--- config.mk ---
export PLATFORM = sky130hd
export DESIGN_NAME = drive_status_outputs
export DESIGN_NICKNAME = d
export VERILOG_FILES = /design/src/pkg/drive_status_pkg.sv /design/src/core/drive_status_outputs.sv
export SDC_FILE = /design/constraint.sdc
export NUM_CORES = 2
export LEC_CHECK = 0
export BUFFER_PORTS_ARGS = -buffer_cell sky130_fd_sc_hd__buf_2
export CAP_MARGIN = 20
export CORE_MARGIN = 1.5
export CORE_UTILIZATION = 50
export DETAILED_ROUTE_END_ITERATION = 10
export PLACE_DENSITY = 0.66
export REMOVE_ABC_BUFFERS = 1
export SETUP_SLACK_MARGIN = 0.5
export SLEW_MARGIN = 5
export SYNTH_ARGS = -nofsm -noshare
export SYNTH_HDL_FRONTEND = slang
export SYNTH_SLANG_ARGS = --single-unit
--- constraint.sdc ---
create_clock -name CLK -period 10.32 [get_ports CLK]
set_clock_uncertainty 0.05 [all_clocks]
set_input_delay 2.064 -clock CLK [delete_from_list [all_inputs] [get_ports CLK]]
set_output_delay 2.064 -clock CLK [all_outputs]
set_load 0.05 [all_outputs]
--- src/pkg/drive_status_pkg.sv ---
// Constants, register map and encodings for the drive status output block
package drive_status_pkg;
  localparam int          CLK_HZ          = 25_000_000;
  // Frequencies in 0.01 Hz steps
  localparam logic [15:0] START_FREQ_RST  = 16'h0032;
  localparam logic [15:0] DETECT_FREQ_RST = 16'h1770;
  localparam logic [15:0] FREQ_FS_RST     = 16'h1770;
  localparam logic [15:0] CUR_FS_RST      = 16'h03E8;
  localparam logic [6:0]  BAND_PCT_RST    = 7'h0A;
  localparam logic [6:0]  BAND_PCT_MAX    = 7'h64;
  localparam logic [6:0]  PCT_FULL        = 7'h64;
  localparam logic [3:0]  CTRL_RST        = 4'h0;
  // Meter: 1440 pulse/s at the reference, toggle output, step/unit = 2*1440/CLK_HZ
  localparam int          METER_PPS       = 1440;
  localparam logic [15:0] METER_REF_GP    = 16'h1770;
  localparam logic [15:0] METER_REF_PM_S  = 16'h2328;
  localparam logic [15:0] METER_REF_PM_L  = 16'h2EE0;
  localparam logic [4:0]  METER_STEP      = 5'(2 * METER_PPS * (CLK_HZ / 320) / CLK_HZ);
  localparam logic [16:0] METER_UNIT      = 17'(CLK_HZ / 320);
  // Analog monitor code range
  localparam logic [9:0]  AM_CODE_MAX     = 10'h3FF;
  localparam logic [3:0]  AM_STEPS        = 4'hA;
  // Serial baud divisors, clamped into the allowed baud range
  localparam int          BAUD_MAX        = 38400;
  localparam int          BAUD_PANEL_MIN  = 4800;
  localparam int          BAUD_TERM_MIN   = 300;
  localparam int          BAUD_RST        = 9600;
  localparam logic [16:0] DIV_MIN         = 17'((CLK_HZ + BAUD_MAX - 1) / BAUD_MAX);
  localparam logic [16:0] DIV_PANEL_MAX   = 17'(CLK_HZ / BAUD_PANEL_MIN);
  localparam logic [16:0] DIV_TERM_MAX    = 17'(CLK_HZ / BAUD_TERM_MIN);
  localparam logic [16:0] DIV_RST         = 17'(CLK_HZ / BAUD_RST);
  localparam logic [3:0]  UART_LAST_BIT   = 4'h9;
  // Register byte offsets
  localparam logic [7:0]  A_CTRL          = 8'h00;
  localparam logic [7:0]  A_BAND          = 8'h04;
  localparam logic [7:0]  A_DETECT        = 8'h08;
  localparam logic [7:0]  A_START         = 8'h0C;
  localparam logic [7:0]  A_FREQ_FS       = 8'h10;
  localparam logic [7:0]  A_CUR_FS        = 8'h14;
  localparam logic [7:0]  A_FLAGS         = 8'h18;
  localparam logic [7:0]  A_IRQ_STAT      = 8'h1C;
  localparam logic [7:0]  A_IRQ_MASK      = 8'h20;
  localparam logic [7:0]  A_PANEL_DIV     = 8'h24;
  localparam logic [7:0]  A_TERM_DIV      = 8'h28;
  localparam logic [7:0]  A_PANEL_DATA    = 8'h2C;
  localparam logic [7:0]  A_TERM_DATA     = 8'h30;
  localparam logic [7:0]  A_SER_STAT      = 8'h34;
  // CTRL bits
  localparam int          CTRL_PM         = 0;
  localparam int          CTRL_LARGE      = 1;
  localparam int          CTRL_METER_CUR  = 2;
  localparam int          CTRL_AM_CUR     = 3;
  localparam int          NUM_EVT         = 7;
  typedef enum logic {AM_IDLE = 1'b0, AM_RUN = 1'b1} am_state_e;
endpackage : drive_status_pkg

--- src/core/drive_status_outputs.sv ---
// Drive status flags, meter pulse, analog monitor and two RS-485 ports
//
// Added by the designer: the address-and-strobe port and the register addresses.
`timescale 1ns/100ps
`default_nettype none
module drive_status_outputs import drive_status_pkg::*; #(
  parameter int FW = 16
) (
  // Clock and reset
  input  wire logic          CLK,
  input  wire logic          SRST,
  // Register port
  input  wire logic [7:0]    ADDR,
  input  wire logic [31:0]   WDATA,
  input  wire logic          WR,
  input  wire logic          RD,
  output logic      [31:0]   RDATA,
  // Drive state
  input  wire logic [FW-1:0] OUT_FREQ,
  input  wire logic [FW-1:0] SET_FREQ,
  input  wire logic [FW-1:0] OUT_CURRENT,
  input  wire logic          ACCEL,
  input  wire logic          DECEL,
  input  wire logic          DC_BRAKE,
  input  wire logic          STALL_ACTIVE,
  input  wire logic          INST_PF_ACTIVE,
  input  wire logic          UNDERVOLT_ACTIVE,
  input  wire logic          INV_RESET,
  // Open-collector flags, low = transistor on
  output logic               MOTOR_ACTIVE_OUT_N,
  output logic               AT_SPEED_OUT_N,
  output logic               STALL_WARNING_OUT_N,
  output logic               POWER_DIP_OUT_N,
  output logic               FREQ_THRESHOLD_OUT_N,
  // Monitors
  output logic               METER_PULSE_OUT,
  output logic      [9:0]    ANALOG_MONITOR_OUT,
  // Panel port, one half-duplex pair
  input  wire logic          PANEL_SERIAL_PORT_I,
  output logic               PANEL_SERIAL_PORT_O,
  output logic               PANEL_SERIAL_PORT_OE_N,
  // Terminal port, separate pairs
  input  wire logic          TERM_RXD_IN,
  output logic               TERM_TXD_OUT,
  output logic               TERM_TX_OE_N,
  // Interrupt
  output logic               IRQ
);
  // Configuration registers
  logic [3:0]    ctrl_q, ctrl_d;
  logic [6:0]    band_q, band_d;
  logic [FW-1:0] detect_q, detect_d, start_q, start_d, freq_fs_q, freq_fs_d;
  logic [FW-1:0] current_fullscale_setting_q, current_fullscale_setting_d;
  logic [16:0]   div_q [2];
  logic [16:0]   div_d [2];
  logic [NUM_EVT-1:0] stat_q, stat_d, mask_q, mask_d, evt;
  logic [31:0]   rdata_d;
  logic          irq_d;
  // Serial port wiring
  logic [1:0]    rxd, tx_go, tx_busy, rx_valid, rx_err;
  logic [7:0]    rx_data [2];
  logic          analog_monitor_item_setting;
  assign analog_monitor_item_setting = ctrl_q[CTRL_AM_CUR];

  // Flags
  logic [4:0]    flags_q, flags_d;
  logic          stopped, in_band;
  logic [FW+7:0] out_x100, lo_lim, hi_lim;
  always_comb begin
    stopped  = OUT_FREQ < start_q;
    out_x100 = OUT_FREQ * PCT_FULL;
    lo_lim   = SET_FREQ * (PCT_FULL - band_q);
    hi_lim   = SET_FREQ * (PCT_FULL + band_q);
    in_band  = (out_x100 >= lo_lim) && (out_x100 <= hi_lim);
    flags_d[0] = !((OUT_FREQ >= start_q) && !DC_BRAKE);
    flags_d[1] = !(in_band && !stopped && !ACCEL && !DECEL);
    flags_d[2] = !STALL_ACTIVE;
    flags_d[3] = !(INST_PF_ACTIVE || UNDERVOLT_ACTIVE);
    flags_d[4] = !(OUT_FREQ >= detect_q);
    if (INV_RESET) begin
      flags_d = '1;
    end
  end
  always_ff @(posedge CLK) begin
    if (SRST) begin
      flags_q <= '1;
    end else begin
      flags_q <= flags_d;
    end
  end
  // Low drives the collector transistor on
  assign MOTOR_ACTIVE_OUT_N   = flags_q[0];
  assign AT_SPEED_OUT_N       = flags_q[1];
  assign STALL_WARNING_OUT_N  = flags_q[2];
  assign POWER_DIP_OUT_N      = flags_q[3];
  assign FREQ_THRESHOLD_OUT_N = flags_q[4];

  // Meter pulse: phase accumulator, output toggles at each wrap
  logic [39:0]   macc_q, macc_d, msum, mth;
  logic          mout_q, mout_d;
  logic [FW-1:0] mval, mref;
  always_comb begin
    mval = ctrl_q[CTRL_METER_CUR] ? OUT_CURRENT : OUT_FREQ;
    if (ctrl_q[CTRL_METER_CUR]) begin
      mref = current_fullscale_setting_q;
    end else if (ctrl_q[CTRL_PM]) begin
      mref = ctrl_q[CTRL_LARGE] ? METER_REF_PM_L : METER_REF_PM_S;
    end else begin
      mref = METER_REF_GP;
    end
    mth    = 40'(mref * METER_UNIT);
    msum   = macc_q + 40'(mval * METER_STEP);
    macc_d = msum;
    mout_d = mout_q;
    if (msum >= mth) begin
      macc_d = msum - mth;
      mout_d = !mout_q;
    end
    if (INV_RESET) begin
      macc_d = '0;
      mout_d = 1'b0;
    end
  end
  always_ff @(posedge CLK) begin
    if (SRST) begin
      macc_q <= '0;
      mout_q <= 1'b0;
    end else begin
      macc_q <= macc_d;
      mout_q <= mout_d;
    end
  end
  assign METER_PULSE_OUT = mout_q;

  // Analog monitor: code = value * 1024 / full scale, clamped, bit-serial divide
  am_state_e     am_q, am_d;
  logic [FW:0]   rem_q, rem_d, rem2;
  logic [FW-1:0] fs_q, fs_d;
  logic [9:0]    quo_q, quo_d, am_out_q, am_out_d;
  logic [3:0]    step_q, step_d;
  always_comb begin
    am_d = am_q;
    rem_d = rem_q;
    fs_d = fs_q;
    quo_d = quo_q;
    step_d = step_q;
    am_out_d = am_out_q;
    rem2 = {rem_q[FW-1:0], 1'b0};
    case (am_q)
      AM_IDLE: begin
        fs_d  = analog_monitor_item_setting ? current_fullscale_setting_q : freq_fs_q;
        rem_d = {1'b0, analog_monitor_item_setting ? OUT_CURRENT : OUT_FREQ};
        if (rem_d >= {1'b0, fs_d}) begin
          am_out_d = AM_CODE_MAX;
        end else begin
          quo_d  = '0;
          step_d = AM_STEPS;
          am_d   = AM_RUN;
        end
      end
      AM_RUN: begin
        if (rem2 >= {1'b0, fs_q}) begin
          rem_d = rem2 - {1'b0, fs_q};
          quo_d = {quo_q[8:0], 1'b1};
        end else begin
          rem_d = rem2;
          quo_d = {quo_q[8:0], 1'b0};
        end
        step_d = step_q - 4'h1;
        if (step_q == 4'h1) begin
          am_out_d = quo_d;
          am_d = AM_IDLE;
        end
      end
      default: am_d = AM_IDLE;
    endcase
  end
  always_ff @(posedge CLK) begin
    if (SRST) begin
      am_q <= AM_IDLE;
      rem_q <= '0;
      fs_q <= '0;
      quo_q <= '0;
      step_q <= '0;
      am_out_q <= '0;
    end else begin
      am_q <= am_d;
      rem_q <= rem_d;
      fs_q <= fs_d;
      quo_q <= quo_d;
      step_q <= step_d;
      am_out_q <= am_out_d;
    end
  end
  assign ANALOG_MONITOR_OUT = am_out_q;

  // Serial ports: 8N1 shifters, port 0 panel, port 1 terminal
  logic [1:0] txd, tx_oe_n;
  assign rxd   = {TERM_RXD_IN, PANEL_SERIAL_PORT_I};
  assign tx_go = {WR && ADDR == A_TERM_DATA, WR && ADDR == A_PANEL_DATA};
  genvar p;
  generate
    for (p = 0; p < 2; p++) begin : g_uart
      logic [16:0] tcnt_q, tcnt_d, rcnt_q, rcnt_d;
      logic [3:0]  tbit_q, tbit_d, rbit_q, rbit_d;
      logic [9:0]  tsh_q, tsh_d;
      logic [7:0]  rsh_q, rsh_d, rdat_q, rdat_d;
      logic        tbusy_q, tbusy_d, rbusy_q, rbusy_d, oe_n_q, rv_q, rv_d, re_q, re_d;
      always_comb begin
        tcnt_d = tcnt_q;
        tbit_d = tbit_q;
        tsh_d = tsh_q;
        tbusy_d = tbusy_q;
        rcnt_d = rcnt_q;
        rbit_d = rbit_q;
        rsh_d = rsh_q;
        rdat_d = rdat_q;
        rbusy_d = rbusy_q;
        rv_d = 1'b0;
        re_d = 1'b0;
        if (tbusy_q) begin
          if (tcnt_q == '0) begin
            tcnt_d = div_q[p] - 17'h1;
            tsh_d = {1'b1, tsh_q[9:1]};
            tbit_d = tbit_q + 4'h1;
            tbusy_d = tbit_q != UART_LAST_BIT;
          end else begin
            tcnt_d = tcnt_q - 17'h1;
          end
        end else if (tx_go[p]) begin
          tsh_d = {1'b1, WDATA[7:0], 1'b0};
          tbit_d = '0;
          tcnt_d = div_q[p] - 17'h1;
          tbusy_d = 1'b1;
        end
        // Panel pair is shared, so its own echo is not received
        if (!rbusy_q) begin
          if (!rxd[p] && !(p == 0 && tbusy_q)) begin
            rbusy_d = 1'b1;
            rbit_d = '0;
            rcnt_d = {1'b0, div_q[p][16:1]};
          end
        end else if (rcnt_q != '0) begin
          rcnt_d = rcnt_q - 17'h1;
        end else begin
          rcnt_d = div_q[p] - 17'h1;
          rbit_d = rbit_q + 4'h1;
          if (rbit_q == '0) begin
            rbusy_d = !rxd[p];
          end else if (rbit_q == UART_LAST_BIT) begin
            rbusy_d = 1'b0;
            rv_d = rxd[p];
            re_d = !rxd[p];
            if (rxd[p]) begin
              rdat_d = rsh_q;
            end
          end else begin
            rsh_d = {rxd[p], rsh_q[7:1]};
          end
        end
      end
      always_ff @(posedge CLK) begin
        if (SRST) begin
          tcnt_q <= '0;
          tbit_q <= '0;
          tsh_q <= '1;
          tbusy_q <= 1'b0;
          oe_n_q <= 1'b1;
          rcnt_q <= '0;
          rbit_q <= '0;
          rsh_q <= '0;
          rdat_q <= '0;
          rbusy_q <= 1'b0;
          rv_q <= 1'b0;
          re_q <= 1'b0;
        end else begin
          tcnt_q <= tcnt_d;
          tbit_q <= tbit_d;
          tsh_q <= tsh_d;
          tbusy_q <= tbusy_d;
          oe_n_q <= !tbusy_d;
          rcnt_q <= rcnt_d;
          rbit_q <= rbit_d;
          rsh_q <= rsh_d;
          rdat_q <= rdat_d;
          rbusy_q <= rbusy_d;
          rv_q <= rv_d;
          re_q <= re_d;
        end
      end
      assign txd[p] = tsh_q[0];
      assign tx_oe_n[p] = oe_n_q;
      assign tx_busy[p] = tbusy_q;
      assign rx_valid[p] = rv_q;
      assign rx_err[p] = re_q;
      assign rx_data[p] = rdat_q;
    end
  endgenerate
  assign PANEL_SERIAL_PORT_O = txd[0];
  assign PANEL_SERIAL_PORT_OE_N = tx_oe_n[0];
  assign TERM_TXD_OUT = txd[1];
  assign TERM_TX_OE_N = tx_oe_n[1];

  // Register port and interrupt status
  function automatic logic [16:0] clamp_div(input logic [31:0] v, input logic [16:0] hi);
    if (v < 32'(DIV_MIN)) begin
      return DIV_MIN;
    end
    return (v > 32'(hi)) ? hi : v[16:0];
  endfunction : clamp_div
  function automatic logic [FW-1:0] nonzero(input logic [FW-1:0] v);
    return (v == '0) ? FW'(1) : v;
  endfunction : nonzero
  always_comb begin
    ctrl_d = ctrl_q;
    band_d = band_q;
    detect_d = detect_q;
    start_d = start_q;
    freq_fs_d = freq_fs_q;
    current_fullscale_setting_d = current_fullscale_setting_q;
    div_d = div_q;
    mask_d = mask_q;
    evt = {1'b0, |rx_err, rx_valid, flags_q[4] && !flags_d[4], flags_q[3] && !flags_d[3],
           flags_q[2] && !flags_d[2]};
    stat_d = stat_q;
    if (WR) begin
      case (ADDR)
        A_CTRL:      ctrl_d = WDATA[3:0];
        A_BAND:      band_d = (WDATA[6:0] > BAND_PCT_MAX || |WDATA[31:7]) ? BAND_PCT_MAX : WDATA[6:0];
        A_DETECT:    detect_d = WDATA[FW-1:0];
        A_START:     start_d = WDATA[FW-1:0];
        A_FREQ_FS:   freq_fs_d = nonzero(WDATA[FW-1:0]);
        A_CUR_FS:    current_fullscale_setting_d = nonzero(WDATA[FW-1:0]);
        A_IRQ_STAT:  stat_d = stat_q & ~WDATA[NUM_EVT-1:0];
        A_IRQ_MASK:  mask_d = WDATA[NUM_EVT-1:0];
        A_PANEL_DIV: div_d[0] = clamp_div(WDATA, DIV_PANEL_MAX);
        A_TERM_DIV:  div_d[1] = clamp_div(WDATA, DIV_TERM_MAX);
        default:     ;
      endcase
    end
    stat_d = stat_d | evt;
    irq_d = |(stat_d & mask_d);
    rdata_d = '0;
    if (RD) begin
      case (ADDR)
        A_CTRL:       rdata_d = 32'(ctrl_q);
        A_BAND:       rdata_d = 32'(band_q);
        A_DETECT:     rdata_d = 32'(detect_q);
        A_START:      rdata_d = 32'(start_q);
        A_FREQ_FS:    rdata_d = 32'(freq_fs_q);
        A_CUR_FS:     rdata_d = 32'(current_fullscale_setting_q);
        A_FLAGS:      rdata_d = 32'(flags_q);
        A_IRQ_STAT:   rdata_d = 32'(stat_q);
        A_IRQ_MASK:   rdata_d = 32'(mask_q);
        A_PANEL_DIV:  rdata_d = 32'(div_q[0]);
        A_TERM_DIV:   rdata_d = 32'(div_q[1]);
        A_PANEL_DATA: rdata_d = 32'(rx_data[0]);
        A_TERM_DATA:  rdata_d = 32'(rx_data[1]);
        A_SER_STAT:   rdata_d = 32'(tx_busy);
        default:      rdata_d = '0;
      endcase
    end
  end
  always_ff @(posedge CLK) begin
    if (SRST) begin
      ctrl_q <= CTRL_RST;
      band_q <= BAND_PCT_RST;
      detect_q <= DETECT_FREQ_RST;
      start_q <= START_FREQ_RST;
      freq_fs_q <= FREQ_FS_RST;
      current_fullscale_setting_q <= CUR_FS_RST;
      div_q[0] <= DIV_RST;
      div_q[1] <= DIV_RST;
      stat_q <= '0;
      mask_q <= '0;
      RDATA <= '0;
      IRQ <= 1'b0;
    end else begin
      ctrl_q <= ctrl_d;
      band_q <= band_d;
      detect_q <= detect_d;
      start_q <= start_d;
      freq_fs_q <= freq_fs_d;
      current_fullscale_setting_q <= current_fullscale_setting_d;
      div_q <= div_d;
      stat_q <= stat_d;
      mask_q <= mask_d;
      RDATA <= rdata_d;
      IRQ <= irq_d;
    end
  end
endmodule : drive_status_outputs
`default_nettype wire

==> flow_metrics.env <==
export IMPL_critPathSlowestCell="fa_1"
export IMPL_end_kind="flip-flop"
export IMPL_synth_distinct_cells=99
export IMPL_synthCells=4914
export IMPL_place_ws_ps=776
export IMPL_fp_dieArea_sq_mm=0.0809
export IMPL_ios=154
export IMPL_grt_max_degree=83
export IMPL_slowest_delay_ps=540
export IMPL_peakVddDrop_uv=763
export IMPL_r2r_slack_ps=1110
export IMPL_synth_top_area_share_pct=19.6
export IMPL_r2r_start="ctrl_q[2]$_SDFFE_PP0P_"
export IMPL_ant_nets=0
export IMPL_port_buffers=138
export IMPL_areaGrowthSynthToFinish_pct=7.54
export IMPL_reg2reg_to="macc_q[0]$_SDFF_PP0_"
export IMPL_syn_area_sq_mm=0.0396
export IMPL_whs_endpoint="stat_q[4]$_SDFF_PP0_"
export IMPL_most_common_layout_cells="inv_1 (635), nand2_1 (519), ha_1 (499), dfxtp_1 (384), nor2_1 (357)"
export IMPL_wl_per_cell_microns=18.8
export IMPL_synth_xor_area_share_pct=4.77
export IMPL_core_area_sq_mm=0.0787
export IMPL_cp_start_kind="flip-flop"
export IMPL_clk_pin_slew_ps=60
export IMPL_place_gp_congestion=0.929
export IMPL_fin_area_sq_mm=0.0426
export IMPL_clock_latency_ps=610
export IMPL_grt_pass1_wl_microns=180000
export IMPL_hold_depth=2
export IMPL_viasPerCell=5.70
export IMPL_cts_sink_count=387
export IMPL_fin_nets=5777
export IMPL_cts_buffer_depth=3
export IMPL_register_area_sq_mm=0.00775
export IMPL_drt_iter0_drc=2718
export IMPL_yosysWarnings=0
export IMPL_drc=0
export IMPL_critPathArrivalTime_ps=9590
export IMPL_min_path_type="reg -> reg"
export IMPL_vias=34200
export IMPL_path_class="reg -> reg"
export IMPL_synth_top_area_cell="dfxtp_1"
export IMPL_start_util_pct=50.3
export IMPL_rsz0062_at_grt="false"
export IMPL_synth_compound_area_share_pct=17.5
export IMPL_setup_tns_ps=0
export IMPL_status="completed"
export IMPL_hold_start="g_uart[1].rv_q$_SDFF_PP0_"
export IMPL_synthSimpleGateAreaFrac_pct=18.5
export IMPL_dpl_instance_area_sq_mm=0.0410
export IMPL_multi_input_area_sq_mm=0.0286
export IMPL_htree_num_levels=2
export IMPL_layout_commonest_cell="inv_1"
export IMPL_dr_pass1_iters=6
export IMPL_leakage_nw=19.6
export IMPL_die_y_microns=285
export IMPL_synth_edff_count=0
export IMPL_grt_overflow=0
export IMPL_n_fill_cell=7483
export IMPL_drv_cap=0
export IMPL_dpl_hpwl_microns=87600
export IMPL_fmaxAchievable_mhz=109
export IMPL_worst_slew_pin_slew_ps=1090
export IMPL_slew_violations=0
export IMPL_synth_main_ff_cell="dfxtp_1"
export IMPL_syn_area_per_cell_sq_um=8.06
export IMPL_post_route_period_util_pct=89.2
export IMPL_fin_crit_ps=9210
export IMPL_antenna_found_initial=12
export IMPL_cp_required_ps=10700
export IMPL_r2r_cells=32
export IMPL_ys_seq_area_share_pct=19.6
export IMPL_synth_mux_area_share_pct=2.18
export IMPL_synth_top_family_by_area="adder cells"
export IMPL_hold_viol_final=0
export IMPL_die_w_microns=285
export IMPL_cts_root_buf="clkbuf_16"
export IMPL_layout_drive_gt1_share_pct=6.61
export IMPL_synth_seq_cells=387
export IMPL_grt_use_total_pct=27.6
export IMPL_path_common_cell="fa_1"
export IMPL_power_density_mw_per_mm2=188
export IMPL_crit_fanout=37
export IMPL_holdWs_ps=405
export IMPL_cts_tree="done"
export IMPL_cts_buffers=46
export IMPL_cts_hold_fix_buffers=0
export IMPL_grt_pass1_vias=33100
export IMPL_routed_wl_microns=113000
export IMPL_final_setup_worst_slack_ps=1110
export IMPL_synthAdderAreaFrac_pct=29.0
export IMPL_setup_viol=0
export IMPL_slew_headroom_pct=27.3
export IMPL_rows=103
export IMPL_yosys_top_cells_area="dfxtp_1 (20%), ha_1 (16%), fa_1 (13%)"
export IMPL_async_flop_share_pct=0
cell type report:
type,instances,area share (%)
diodes,1,0.00587
clock buffers,64,3.09
clock inverters,18,0.587
inverters,637,5.61
multi-input cells,3668,67.1
flip-flops and latches,387,18.2
well taps,1050,3.08
repair buffers,175,2.32
per-stage QoR:
| step | utilization (%) | total power [mW] | instances |
|---|---|---|---|
| global placement | 52.1 | 6.21 | 5915 |
| finish | 54.1 | 8.01 | 6000 |
| global route | 54.1 | 8.67 | 5999 |
| floorplan | - | 5.14 | 4692 |
| detailed placement | 52.1 | 6.26 | 5916 |
| CTS | 54.1 | 8.01 | 5998 |
power breakdown:
group          internal [mW]  leakage [nW]  switching (mW)  total [mW]
registers               1.59          3.14          0.0811        1.67
clock network           1.00         0.767           0.727        1.73
logic                   1.84          15.7            2.77        4.62
total                   4.43          19.6            3.58        8.01
critical path, delay by kind of cell (launching register included):
family                   cells  cell delay [ps]
flip-flops                   1              430
buffers and inverters        4              580
adder cells (fa/ha/maj)      8             3650
AND/OR/NAND/NOR              7             1050
AO/OA/AOI/OAI               13             3240
cell usage after synthesis, drive strengths merged, types with 36 or more instances:
| cell type | instances |
|---|---|
| a211oi | 87 |
| a21o | 75 |
| a21oi | 336 |
| a22oi | 66 |
| and2 | 161 |
| buf | 36 |
| clkbuf | 199 |
| dfxtp | 387 |
| fa | 262 |
| ha | 499 |
| inv | 635 |
| mux2i | 74 |
| nand2 | 520 |
| nand2b | 45 |
| nand3 | 74 |
| nand4 | 42 |
| nor2 | 360 |
| nor2b | 70 |
| nor3 | 105 |
| nor4 | 41 |
| o211ai | 40 |
| o21ai | 184 |
| xnor2 | 121 |
| xor2 | 95 |
sequential cells by signal, indices dropped and copies added (netlist names), 5 cells and up:
signal                       flops
freq_fs_q                       16
flags_q                          5
rem_q                           16
current_fullscale_setting_q     16
g_uart.rbit_q                    8
stat_q                           7
mask_q                           7
band_q                           7
detect_q                        16
g_uart.tcnt_q                   34
div_q                           34
g_uart.tsh_q                    18
macc_q                          40
g_uart.rsh_q                    16
g_uart.tbit_q                    8
g_uart.rdat_q                   16
ANALOG_MONITOR_OUT              10
fs_q                            16
RDATA                           17
quo_q                            9
start_q                         16
g_uart.rcnt_q                   34
how the worst max path moves through the flow:
stage | endpoint | cells after the start | slack [ps] | start
2_1_floorplan | macc_q[32]$_SDFF_PP0_ | 33 | 1080 | ctrl_q[2]$_SDFFE_PP0P_
3_3_place_gp | METER_PULSE_OUT$_SDFFE_PP0N_ | 34 | 1180 | ctrl_q[2]$_SDFFE_PP0P_
3_5_place_dp | macc_q[32]$_SDFF_PP0_ | 34 | 780 | ctrl_q[2]$_SDFFE_PP0P_
4_1_cts | METER_PULSE_OUT$_SDFFE_PP0N_ | 34 | 750 | ctrl_q[2]$_SDFFE_PP0P_
5_1_grt | macc_q[19]$_SDFF_PP0_ | 31 | 590 | ctrl_q[2]$_SDFFE_PP0P_
6_report | macc_q[0]$_SDFF_PP0_ | 32 | 1110 | ctrl_q[2]$_SDFFE_PP0P_
metal layers:
metal  wire length, microns  vias up  GRT usage, %
met2                  52500      975          45.8
met4                   3980       12          9.63
met1                  48400    16300          36.1
met5                     57        -             0
met3                   7720      223          4.78
li1                       -    16700             -
timing repair:
item,in CTS,in global routing
endpoints found under the setup margin,0,40
setup buffers,0,0
gates resized for setup,0,9
cell families (layout without fill, tap and decap cells):
logic type | count (synthesis) | after routing
AO/OA/AOI/OAI | 1058 | 1058
other | 1 | 16
adder cells (fa/ha/maj) | 761 | 761
AND/OR/NAND/NOR | 1533 | 1533
XOR/XNOR | 216 | 216
multiplexers | 85 | 85
buffers and inverters | 873 | 894
flip-flops | 387 | 387
Note: power is estimated with default switching activity, not from simulation.
